**src/core/pwsd_consts.svh**
```systemverilog
// named offsets, fields, reset values and timing counts of the shutdown block
`ifndef PWSD_CONSTS_SVH
`define PWSD_CONSTS_SVH

// register byte addresses
`define PWSD_ADDR_W 8
`define PWSD_OFS_ASD 8'h00
`define PWSD_OFS_RDB 8'h04
`define PWSD_OFS_UNIT 8'h08
`define PWSD_OFS_STEER 8'h0C
`define PWSD_OFS_AUX 8'h10

// auto_shutdown_control fields
`define PWSD_ASD_FLAG 7
`define PWSD_ASD_SRC_HI 6
`define PWSD_ASD_SRC_LO 4
`define PWSD_ASD_AC_HI 3
`define PWSD_ASD_AC_LO 2
`define PWSD_ASD_BD_HI 1
`define PWSD_ASD_BD_LO 0

// restart_deadband_control fields
`define PWSD_RDB_ARST 7
`define PWSD_RDB_DB_HI 6
`define PWSD_RDB_DB_LO 0

// unit_control fields
`define PWSD_UNIT_CFG_HI 7
`define PWSD_UNIT_CFG_LO 6
`define PWSD_UNIT_MODE_HI 3
`define PWSD_UNIT_MODE_LO 0
`define PWSD_MODE_PWM 2'h3

// steering_control and aux fields
`define PWSD_STEER_HI 3
`define PWSD_STEER_LO 0
`define PWSD_AUX_SYNC 0
`define PWSD_AUX_COND 8
`define PWSD_AUX_RUN 9

// reset values
`define PWSD_RST_ASD 7'h00
`define PWSD_RST_FLAG 1'b0
`define PWSD_RST_RDB 8'h00
`define PWSD_RST_UNIT 8'h00
`define PWSD_RST_STEER 4'h1
`define PWSD_RST_AUX 1'b0

// timing: one instruction cycle is four oscillator periods
`define PWSD_CLK_NS 10
`define PWSD_TOSC_NS 10
`define PWSD_TCY_TOSC 4
`define PWSD_TCY_CYC ((`PWSD_TCY_TOSC * `PWSD_TOSC_NS) / `PWSD_CLK_NS)

// bus answers
`define PWSD_RESP_OKAY 2'h0
`define PWSD_RESP_SLVERR 2'h2

`endif

```
**src/core/pwsd_pkg.sv**
```systemverilog
// types shared by the shutdown, dead-band and steering logic
package pwsd_pkg;

  // output configuration field
  typedef enum logic [1:0] {
    PWSD_CFG_SINGLE,
    PWSD_CFG_FWD,
    PWSD_CFG_HALF,
    PWSD_CFG_REV
  } pwsd_cfg_t;

  // output run state
  typedef enum logic {
    PWSD_RUN,
    PWSD_SHUT
  } pwsd_run_t;

  // shutdown sources from the pins and comparators
  typedef struct packed {
    logic cmp1Out;
    logic cmp2Out;
    logic faultPinN;
    logic t1Tick;
  } pwsd_src_t;

  // four output pins with their enables
  typedef struct packed {
    logic [3:0] level;
    logic [3:0] oe;
  } pwsd_pins_t;

endpackage

```
**src/core/pwsd_deadband.sv**
```systemverilog
// dead-band delay on the rising edge of one half-bridge output
`include "pwsd_consts.svh"

module pwsd_deadband import pwsd_pkg::*; (
  // clock and reset
  input wire logic mclk,
  input wire logic rst,
  // timing
  input wire logic tcyEn,
  input wire logic [6:0] delayCount,
  // waveform
  input wire logic sigIn,
  output logic sigOut
);

  logic [6:0] cntReg;

  // a falling input drops the output at once, no delay
  always_ff @(posedge mclk or posedge rst) begin
    if (rst) begin
      cntReg <= 7'h00;
      sigOut <= 1'b0;
    end else if (!sigIn) begin
      cntReg <= 7'h00;
      sigOut <= 1'b0;
    end else if (!sigOut) begin
      if (cntReg >= delayCount) begin
        sigOut <= 1'b1;
      end else if (tcyEn) begin
        cntReg <= cntReg + 7'h01;
      end
    end
  end

endmodule

```
**src/core/pwsd_top.sv**
```systemverilog
// auto-shutdown, dead-band and pulse steering of the enhanced pwm outputs
//
// The AXI4-Lite slave port and the register addresses were chosen for this implementation.
`include "pwsd_consts.svh"

module pwsd_top import pwsd_pkg::*; (
  // clock and reset
  input wire logic mclk,
  input wire logic rst,
  // axi4-lite write address
  input wire logic s_axi_awvalid,
  output logic s_axi_awready,
  input wire logic [`PWSD_ADDR_W-1:0] s_axi_awaddr,
  // axi4-lite write data
  input wire logic s_axi_wvalid,
  output logic s_axi_wready,
  input wire logic [31:0] s_axi_wdata,
  input wire logic [3:0] s_axi_wstrb,
  // axi4-lite write response
  output logic s_axi_bvalid,
  input wire logic s_axi_bready,
  output logic [1:0] s_axi_bresp,
  // axi4-lite read address
  input wire logic s_axi_arvalid,
  output logic s_axi_arready,
  input wire logic [`PWSD_ADDR_W-1:0] s_axi_araddr,
  // axi4-lite read data
  output logic s_axi_rvalid,
  input wire logic s_axi_rready,
  output logic [31:0] s_axi_rdata,
  output logic [1:0] s_axi_rresp,
  // pwm waveform from the period/duty logic
  input wire logic pwmIn,
  input wire logic periodStart,
  // shutdown sources
  input pwsd_src_t src,
  // output pins
  output pwsd_pins_t pins
);

  ////////////////////////////////////////////////////////////////////////////
  // helpers

  function automatic logic addrHit(input logic [`PWSD_ADDR_W-1:0] a);
    addrHit = (a == `PWSD_OFS_ASD) || (a == `PWSD_OFS_RDB) ||
              (a == `PWSD_OFS_UNIT) || (a == `PWSD_OFS_STEER) ||
              (a == `PWSD_OFS_AUX);
  endfunction

  // each source bit ors in one cause, so 011, 101, 110, 111 combine
  function automatic logic srcCond(input logic [2:0] sel, input logic c1,
                                   input logic c2, input logic pinLow);
    srcCond = (sel[0] & c1) | (sel[1] & c2) | (sel[2] & pinLow);
  endfunction

  ////////////////////////////////////////////////////////////////////////////
  // registers and state

  logic [6:0] asdReg;
  logic flagReg;
  logic [7:0] rdbReg;
  logic [7:0] unitReg;
  logic [3:0] steerReg;
  logic syncReg;
  logic cmp2SampReg;
  logic [1:0] divReg;
  logic [3:0] lvlReg;
  pwsd_run_t runReg;

  logic awHeld, wHeld, wrFire, wrHit, arFire;
  logic [`PWSD_ADDR_W-1:0] awAddrReg;
  logic [31:0] wDataReg;
  logic [3:0] wStrbReg;

  logic tcyEn, cmp2Eff, cond, forceNow, pwmOn, dbA, dbB;
  pwsd_cfg_t cfg;
  logic [3:0] polVec, actVec, enVec, safeLvl, safeZ;

  ////////////////////////////////////////////////////////////////////////////
  // instruction-cycle enable

  always_ff @(posedge mclk or posedge rst) begin
    if (rst) begin
      divReg <= 2'h0;
    end else if (divReg == 2'(`PWSD_TCY_CYC - 1)) begin
      divReg <= 2'h0;
    end else begin
      divReg <= divReg + 2'h1;
    end
  end

  assign tcyEn = (divReg == 2'(`PWSD_TCY_CYC - 1));

  ////////////////////////////////////////////////////////////////////////////
  // axi4-lite write channel

  assign s_axi_awready = !awHeld && !s_axi_bvalid;
  assign s_axi_wready = !wHeld && !s_axi_bvalid;
  assign wrFire = awHeld && wHeld && !s_axi_bvalid;
  assign wrHit = wrFire && addrHit(awAddrReg) && wStrbReg[0];

  // address and data are caught independently, in either order
  always_ff @(posedge mclk or posedge rst) begin
    if (rst) begin
      awHeld <= 1'b0;
      awAddrReg <= `PWSD_OFS_ASD;
    end else if (s_axi_awvalid && s_axi_awready) begin
      awHeld <= 1'b1;
      awAddrReg <= s_axi_awaddr;
    end else if (wrFire) begin
      awHeld <= 1'b0;
    end
  end

  always_ff @(posedge mclk or posedge rst) begin
    if (rst) begin
      wHeld <= 1'b0;
      wDataReg <= 32'h0000_0000;
      wStrbReg <= 4'h0;
    end else if (s_axi_wvalid && s_axi_wready) begin
      wHeld <= 1'b1;
      wDataReg <= s_axi_wdata;
      wStrbReg <= s_axi_wstrb;
    end else if (wrFire) begin
      wHeld <= 1'b0;
    end
  end

  always_ff @(posedge mclk or posedge rst) begin
    if (rst) begin
      s_axi_bvalid <= 1'b0;
      s_axi_bresp <= `PWSD_RESP_OKAY;
    end else if (wrFire) begin
      s_axi_bvalid <= 1'b1;
      s_axi_bresp <= addrHit(awAddrReg) ? `PWSD_RESP_OKAY : `PWSD_RESP_SLVERR;
    end else if (s_axi_bready) begin
      s_axi_bvalid <= 1'b0;
    end
  end

  ////////////////////////////////////////////////////////////////////////////
  // axi4-lite read channel

  assign s_axi_arready = !s_axi_rvalid;
  assign arFire = s_axi_arvalid && s_axi_arready;

  always_ff @(posedge mclk or posedge rst) begin
    if (rst) begin
      s_axi_rvalid <= 1'b0;
      s_axi_rdata <= 32'h0000_0000;
      s_axi_rresp <= `PWSD_RESP_OKAY;
    end else if (arFire) begin
      s_axi_rvalid <= 1'b1;
      s_axi_rresp <= addrHit(s_axi_araddr) ? `PWSD_RESP_OKAY : `PWSD_RESP_SLVERR;
      s_axi_rdata <= 32'h0000_0000;
      unique case (s_axi_araddr)
        `PWSD_OFS_ASD: s_axi_rdata[7:0] <= {flagReg, asdReg};
        `PWSD_OFS_RDB: s_axi_rdata[7:0] <= rdbReg;
        `PWSD_OFS_UNIT: s_axi_rdata[7:0] <= unitReg;
        `PWSD_OFS_STEER: s_axi_rdata[3:0] <= steerReg;
        `PWSD_OFS_AUX: begin
          s_axi_rdata[`PWSD_AUX_SYNC] <= syncReg;
          s_axi_rdata[`PWSD_AUX_COND] <= cond;
          s_axi_rdata[`PWSD_AUX_RUN] <= (runReg == PWSD_RUN);
        end
        default: s_axi_rdata <= 32'h0000_0000;
      endcase
    end else if (s_axi_rready) begin
      s_axi_rvalid <= 1'b0;
    end
  end

  ////////////////////////////////////////////////////////////////////////////
  // software registers

  always_ff @(posedge mclk or posedge rst) begin
    if (rst) begin
      asdReg <= `PWSD_RST_ASD;
    end else if (wrHit && awAddrReg == `PWSD_OFS_ASD) begin
      asdReg <= wDataReg[6:0];
    end
  end

  always_ff @(posedge mclk or posedge rst) begin
    if (rst) begin
      rdbReg <= `PWSD_RST_RDB;
    end else if (wrHit && awAddrReg == `PWSD_OFS_RDB) begin
      rdbReg <= wDataReg[7:0];
    end
  end

  always_ff @(posedge mclk or posedge rst) begin
    if (rst) begin
      unitReg <= `PWSD_RST_UNIT;
    end else if (wrHit && awAddrReg == `PWSD_OFS_UNIT) begin
      unitReg <= wDataReg[7:0];
    end
  end

  always_ff @(posedge mclk or posedge rst) begin
    if (rst) begin
      steerReg <= `PWSD_RST_STEER;
    end else if (wrHit && awAddrReg == `PWSD_OFS_STEER) begin
      steerReg <= wDataReg[`PWSD_STEER_HI:`PWSD_STEER_LO];
    end
  end

  always_ff @(posedge mclk or posedge rst) begin
    if (rst) begin
      syncReg <= `PWSD_RST_AUX;
    end else if (wrHit && awAddrReg == `PWSD_OFS_AUX) begin
      syncReg <= wDataReg[`PWSD_AUX_SYNC];
    end
  end

  ////////////////////////////////////////////////////////////////////////////
  // shutdown condition and event flag

  // comparator two held between timer1 ticks when sync is on
  always_ff @(posedge mclk or posedge rst) begin
    if (rst) begin
      cmp2SampReg <= 1'b0;
    end else if (src.t1Tick) begin
      cmp2SampReg <= src.cmp2Out;
    end
  end

  assign cmp2Eff = syncReg ? cmp2SampReg : src.cmp2Out;
  // a level, re-evaluated every cycle, never latched as an edge
  assign cond = srcCond(asdReg[`PWSD_ASD_SRC_HI:`PWSD_ASD_SRC_LO],
                        src.cmp1Out, cmp2Eff, !src.faultPinN);

  // set by the condition wins over any clear in the same cycle
  always_ff @(posedge mclk or posedge rst) begin
    if (rst) begin
      flagReg <= `PWSD_RST_FLAG;
    end else if (cond) begin
      flagReg <= 1'b1;
    end else if (wrHit && awAddrReg == `PWSD_OFS_ASD) begin
      flagReg <= wDataReg[`PWSD_ASD_FLAG];
    end else if (rdbReg[`PWSD_RDB_ARST]) begin
      flagReg <= 1'b0;
    end
  end

  ////////////////////////////////////////////////////////////////////////////
  // run state: resume only on a period boundary

  assign pwmOn = (unitReg[`PWSD_UNIT_MODE_HI:`PWSD_UNIT_MODE_HI-1] == `PWSD_MODE_PWM);

  always_ff @(posedge mclk or posedge rst) begin
    if (rst) begin
      runReg <= PWSD_SHUT;
    end else begin
      unique case (runReg)
        PWSD_RUN: begin
          if (cond || flagReg || !pwmOn) begin
            runReg <= PWSD_SHUT;
          end
        end
        PWSD_SHUT: begin
          if (periodStart && pwmOn && !cond && !flagReg) begin
            runReg <= PWSD_RUN;
          end
        end
      endcase
    end
  end

  // the raw condition bypasses the flops so pins go safe without a clock edge
  assign forceNow = cond || flagReg || (runReg == PWSD_SHUT);

  ////////////////////////////////////////////////////////////////////////////
  // dead-band and waveform routing

  pwsd_deadband dbUnitA (
    .mclk(mclk),
    .rst(rst),
    .tcyEn(tcyEn),
    .delayCount(rdbReg[`PWSD_RDB_DB_HI:`PWSD_RDB_DB_LO]),
    .sigIn(pwmIn),
    .sigOut(dbA)
  );

  pwsd_deadband dbUnitB (
    .mclk(mclk),
    .rst(rst),
    .tcyEn(tcyEn),
    .delayCount(rdbReg[`PWSD_RDB_DB_HI:`PWSD_RDB_DB_LO]),
    .sigIn(!pwmIn),
    .sigOut(dbB)
  );

  assign cfg = pwsd_cfg_t'(unitReg[`PWSD_UNIT_CFG_HI:`PWSD_UNIT_CFG_LO]);
  // mode bit 1 inverts pair a/c, bit 0 inverts pair b/d
  assign polVec = {unitReg[0], unitReg[1], unitReg[0], unitReg[1]};

  always_comb begin
    actVec = 4'h0;
    enVec = 4'h0;
    unique case (cfg)
      PWSD_CFG_SINGLE: begin
        actVec = {4{pwmIn}};
        enVec = steerReg;
      end
      PWSD_CFG_HALF: begin
        actVec = {2'b00, dbB, dbA};
        enVec = 4'h3;
      end
      PWSD_CFG_FWD: begin
        actVec = {pwmIn, 2'b00, 1'b1};
        enVec = 4'hF;
      end
      PWSD_CFG_REV: begin
        actVec = {2'b00, pwmIn, 1'b0} | 4'h4;
        enVec = 4'hF;
      end
    endcase
    if (!pwmOn) begin
      enVec = 4'h0;
    end
  end

  always_ff @(posedge mclk or posedge rst) begin
    if (rst) begin
      lvlReg <= 4'h0;
    end else begin
      lvlReg <= actVec ^ polVec;
    end
  end

  ////////////////////////////////////////////////////////////////////////////
  // safe states and pin drive

  assign safeLvl = {asdReg[`PWSD_ASD_BD_LO], asdReg[`PWSD_ASD_AC_LO],
                    asdReg[`PWSD_ASD_BD_LO], asdReg[`PWSD_ASD_AC_LO]};
  assign safeZ = {asdReg[`PWSD_ASD_BD_HI], asdReg[`PWSD_ASD_AC_HI],
                  asdReg[`PWSD_ASD_BD_HI], asdReg[`PWSD_ASD_AC_HI]};

  assign pins.level = forceNow ? safeLvl : lvlReg;
  // only pins already enabled are touched by a shutdown
  assign pins.oe = enVec & ~(safeZ & {4{forceNow}});

endmodule

```
**config.mk**
```make
export PLATFORM = sky130hd
export DESIGN_NAME = pwsd_top
export DESIGN_NICKNAME = d
export VERILOG_FILES = /design/src/core/pwsd_pkg.sv /design/src/core/pwsd_deadband.sv /design/src/core/pwsd_top.sv
export VERILOG_INCLUDE_DIRS = /design/src /design/src/core
export SDC_FILE = /design/constraint.sdc
export NUM_CORES = 1
export LEC_CHECK = 0
export BUFFER_PORTS_ARGS = -buffer_cell sky130_fd_sc_hd__clkbuf_2
export CAP_MARGIN = 20
export CELL_PAD_IN_SITES_DETAIL_PLACEMENT = 2
export CELL_PAD_IN_SITES_GLOBAL_PLACEMENT = 2
export CORE_ASPECT_RATIO = 0.9
export CORE_UTILIZATION = 30
export DETAILED_ROUTE_END_ITERATION = 16
export PLACE_DENSITY = 0.72
export SKIP_CTS_REPAIR_TIMING = 1
export SLEW_MARGIN = 25
export SYNTH_ARGS = -nofsm -noshare
export SYNTH_HDL_FRONTEND = slang
export SYNTH_SLANG_ARGS = --single-unit
```
**constraint.sdc**
```tcl
create_clock -name mclk -period 2.75 [get_ports mclk]
set_input_delay 0.4125 -clock mclk [delete_from_list [all_inputs] [get_ports mclk]]
set_output_delay 0.4125 -clock mclk [all_outputs]
set_load 0.1 [all_outputs]
```
== Word-level counts from Yosys, hierarchy flattened ==
Cells that the tools add are included.

* Bits in latches: 0
* Memory bits (writable): 0
* Input bits: 65
* Logic and storage cells: 144
* Memories kept: 0
* Register bits after elaboration: 88
* Memory bits (read-only): 0
* Output and inout port bits: 49

* Divide/modulo/power cells: 0
* Reduce and logical (&&, ||, !) cells: 48
* Bitwise gates (word level): 10
* $mul: 0
* Multiplexer cells: 39
* Shifts and indexed selects: 0
* Magnitude comparators: 2
* Add/sub/neg operators: 3
* Equality and inequality tests: 18

{| class="wikitable"
|+ Operators with widths
! cell !! count
|-
| $mux 7 || 8
|-
| $eq 8x4->1 const B || 4
|-
| $pmux 4 s3 || 2
|-
| $mux 1 || 19
|-
| $logic_and 1x1->1 || 17
|-
| $eq 8x3->1 const B || 2
|-
| $eq 8x5->1 const B || 2
|-
| $logic_not 8->1 || 2
|-
| $pmux 4 s4 || 1
|-
| $add 7x1->7 const B || 2
|-
| $ge 7x7->1 || 2
|-
| $pmux 3 s4 || 1
|-
| $logic_or 1x1->1 || 11
|-
| $reduce_bool 2->1 || 5
|-
| $and 4x4->4 || 2
|-
| $eq 2x2->1 const B || 4
|-
| $logic_not 1->1 || 8
|-
| $mux 2 || 4
|-
| $mux 4 || 2
|-
| $ne 2x2->1 const B || 4
|-
| $reduce_and 3->1 || 2
|-
| $pmux 1 s5 || 1
|-
| $not 4->4 || 1
|-
| $xor 4x4->4 || 1
|-
| other kinds (10) || 13
|}

== Logic depth before layout (Yosys ltp) ==
* Depth after elaboration: 10
* Depth in mapped cells: 8
* Mapped depth without buffers: 7

== Modules after synthesis ==
A second synthesis with hierarchy kept.

* Cell total of the unflattened synthesis: 396
* Area total of the unflattened synthesis: 4626.9 µm²

{| class="wikitable"
|+ Modules (own cells, without submodules)
! module !! area an instance (µm²) !! sequential area each (µm²) !! times used !! cells an instance
|-
| pwsd_top || 3358.2 || 1754.2 || 1 || 270
|-
| pwsd_deadband || 634.4 || 200.2 || 2 || 63
|}

== Worst setup path before layout ==
OpenSTA, ideal clock, no wires.

* Kind: flip-flop to flip-flop
* Start: register s_axi_bvalid
* End: register wDataReg[0]
* Arrival: 3147 ps
* Library setup time: 125 ps
* Stages on the path, launching flop included: 5
* Buffers on the path: 1
* Data required time: 2625 ps
* Slack: -522 ps
* Period minus slack after synthesis: 3272 ps
* Path through: dfrtp_1 > nor2_1 > and2_1 > clkbuf_1 > mux2_2

* Word-level cells in the longest chain between the ends: 3

{| class="wikitable"
|+ RTL lines
! element !! RTL line !! text
|-
| start: declaration || pwsd_top.sv:20 || <nowiki>output logic s_axi_bvalid,</nowiki>
|-
| start signal: assignment || pwsd_top.sv:131 || <nowiki>s_axi_bvalid <= 1'b0;</nowiki>
|-
| start signal: assignment || pwsd_top.sv:134 || <nowiki>s_axi_bvalid <= 1'b1;</nowiki>
|-
| start signal: assignment || pwsd_top.sv:137 || <nowiki>s_axi_bvalid <= 1'b0;</nowiki>
|-
| $logic_not 1->1 || pwsd_top.sv:98 || <nowiki>assign s_axi_wready = !wHeld && !s_axi_bvalid;</nowiki>
|-
| $logic_and 1x1->1 || pwsd_top.sv:98 ||
|-
| via s_axi_wready || pwsd_top.sv:16 || <nowiki>output logic s_axi_wready,</nowiki>
|-
| $logic_and 1x1->1 || pwsd_top.sv:120 || <nowiki>end else if (s_axi_wvalid && s_axi_wready) begin</nowiki>
|-
| end signal: assignment || pwsd_top.sv:122 || <nowiki>wDataReg <= s_axi_wdata;</nowiki>
|-
| end: declaration || pwsd_top.sv:72 || <nowiki>logic [31:0] wDataReg;</nowiki>
|}

The timed path passes the listed nets, and every way through them passes these cells.
A chain may end at the register's enable or synchronous reset.

==> results.tsv <==
metric	value	unit
status	finished, violations left	
violated checks	negative setup slack	
routing usage on met1	21.3	%
largest net degree at the start of global routing	58	
antenna violations before repair	0	
critical path's most frequent cell	mux2_4	
CP arrival	2380	ps
final cell count without fillers	660	
Die W	130	um
WP buf/inv	2	
EDFF count, synth	0	
routing usage on met3	4.23	%
NumNets Final	544	
Final Skew	7.46	ps
setup TNS	-211	ps
hold crit path type	input pin to asynchronous set/reset pin	
Ys Warns	0	
initial drt markers	85	
Vias/cell	4.85	
final setup margin	-45.9	ps
fin. max-slew vios	0	
Synth cell types	51	
Required @ worst endpoint	2340	ps
RSZ-0062 raised after global routing	true	
Clock Path Buffers	2	
Tcrit/Tclk final	102	%
Fin. Hold Viols	0	
met2 Usage GRT	27.2	%
Critical Path Sink Type	output pin	
clock sink count	86	
Max-slew headroom	47.9	%
row cnt	41	
routed wire length	11.6	mm
Crit path max-delay family	multiplexers	
fraction of registers with async set/reset	100	%
WL/cell	17.6	um
DR pass1 iterations	4	
Overall Global Routing Usage	16.5	%
I/O pins	114	
max-cap violations	0	
Residual DRC	0	
Clock Latency Late Sink	350	ps
clock-pin slew on the worst setup and hold paths	60	ps
Final GP Congestion	0.761	
Final Setup Violations	6	
fin crit period	2800	ps
initial core utilization	31.3	%
CP cell instances	mux2_4 > a221o_1 > or3_4 > buf_6 > mux2_4 > buf_12	
Final ANT Viol Nets	0	
grt ovf	0	
area grow syn2layout	20.6	%
Post-Place Setup Slack	98.0	ps
CTS tree	done	
Primary FF master, synth	dfrtp_1	
register area share after synthesis	48.3	%
Cell Pwr Density	833	mW/mm2
critical path fanouts, max	4	
GR peak layer	met2	
via count	3202	
most common cell after layout, fill and taps aside	dfrtp_1	
placed cells	642	
Setup Crit Path Kind	flip-flop to output pin	
Final HPWL DP	8.89	mm
vias in the first global route	3452	
H-tree depth	3	
Crit-path slowest cell	dfrtp_1	
Seq cells post-synth	86	
Peak supply drop	0.592	mV
root buf cell	clkbuf_16	
diode count	0	
Netlist Area Pre-Place	0.00446	mm2
Max Clk Rate	0.358	GHz
first-pass GRT wire length	19.0	mm
die area	0.0153	mm2
total power	0.00448	W
Mapped Cells	397	
commonest non-fill, non-tap cells in the layout	84 x dfrtp_1, 54 x clkbuf_2, 46 x mux2_2	
Worst path max stage delay	400	ps
Slew @ Worst Pin	774	ps
TritonCTS Buffers	9	
Core Box Area	0.0143	mm2
startpoint types	flip-flop	
P_leak	2.49	nW
# port buffers	62	
layout cells sized above 1	33.6	%
syn_area_per_cell	11.2	um2
die extent in y	118	um
==> cells in the mapped netlist (4+ instances only) <==
cell | number | share of area, %
dfrtp_1 | 84 | 47
ha_1 | 17 | 4.8
o31ai_1 | 8 | 1.3
and2_1 | 4 | 0.56
mux2i_1 | 8 | 1.8
nand2_1 | 30 | 2.5
nand4_1 | 4 | 0.56
buf_4 | 24 | 4.0
or4_1 | 4 | 0.67
a21oi_1 | 18 | 2.0
nor2b_1 | 8 | 1.1
nand3_1 | 4 | 0.45
a211oi_1 | 4 | 0.67
mux2_2 | 46 | 12
xnor2_1 | 4 | 0.79
or3_1 | 4 | 0.56
clkbuf_1 | 11 | 0.93
inv_1 | 21 | 1.8
nand2b_1 | 4 | 0.56
mux2_4 | 4 | 1.3
mux4_2 | 4 | 2.0
o21ai_0 | 18 | 2.0
nor2_1 | 20 | 1.7
==> layout make-up <==
cell class / count / area, um2
Sequential cell: 86 / 2150
Timing Repair Buffer: 69 / 499
Tap cell: 193 / 241
Multi-Input combinational cell: 275 / 2090
Clock inverter: 6 / 71.3
Clock buffer: 10 / 239
Inverter: 21 / 80.1
Fill cell: 1543 / 8880
==> metrics by stage <==
stage          hold WS (ps)  cell area, um2  utilization, %
5_1_grt                 130            5380            37.7
3_5_place_dp            434            5040            35.3
3_3_place_gp            414            5040            35.3
6_report               94.8            5380            37.7
2_1_floorplan           403            4560               -
4_1_cts                 112            5350            37.5
==> final timing paths <==
check	start	cells after the start	slack, ps	endpoint
worst max-delay path	syncReg	6	-50	pins[6]
worst min-delay path	rst	2	90	dbUnitA.cntReg[4]
worst max register to register	rdbReg[4]	8	320	dbUnitB.cntReg[3]
worst min register to register	divReg[0]	1	440	divReg[0]
max in group asynchronous	rst	3	1900	runReg
min in group mclk	s_axi_rready	2	270	s_axi_rvalid
==> flip-flops by register name, indices dropped and copies added, names as in the netlist, 2 cells and up <==
signal,count
rdbReg,8
divReg,2
unitReg,8
steerReg,4
wDataReg,8
dbUnitB.cntReg,7
dbUnitA.cntReg,7
awAddrReg,8
lvlReg,4
asdReg,7
s_axi_rdata,10
==> power by group <==
part / leakage (nW) / internal (W) / switching [W] / total (W)
Clock: 0.145 / 0.000733 / 0.000529 / 0.00126
Combinational: 1.22 / 0.000468 / 0.000902 / 0.00137
Sequential: 1.12 / 0.00154 / 0.000307 / 0.00184
Total: 2.49 / 0.00274 / 0.00174 / 0.00448
==> logic make-up after synthesis <==
group / count (synthesis) / share of synthesized area (%)
compound gates: 67 / 9.94
xor+xnor: 6 / 1.18
fa+ha+maj: 17 / 4.77
buf+inv: 59 / 7.22
flops: 86 / 48.3
mux: 63 / 17.0
other cells: 1 / 0.0841
simple gates: 98 / 11.4
==> metal layers <==
metal / part of all wire, % / wire length, um / vias up
li1: - / - / 1489
met4: 1.1 / 127 / 0
met2: 50 / 5770 / 69
met3: 4.2 / 485 / 11
met1: 45 / 5220 / 1633
met5: 0 / 0 / -
Note: power is estimated with default switching activity, not from simulation.
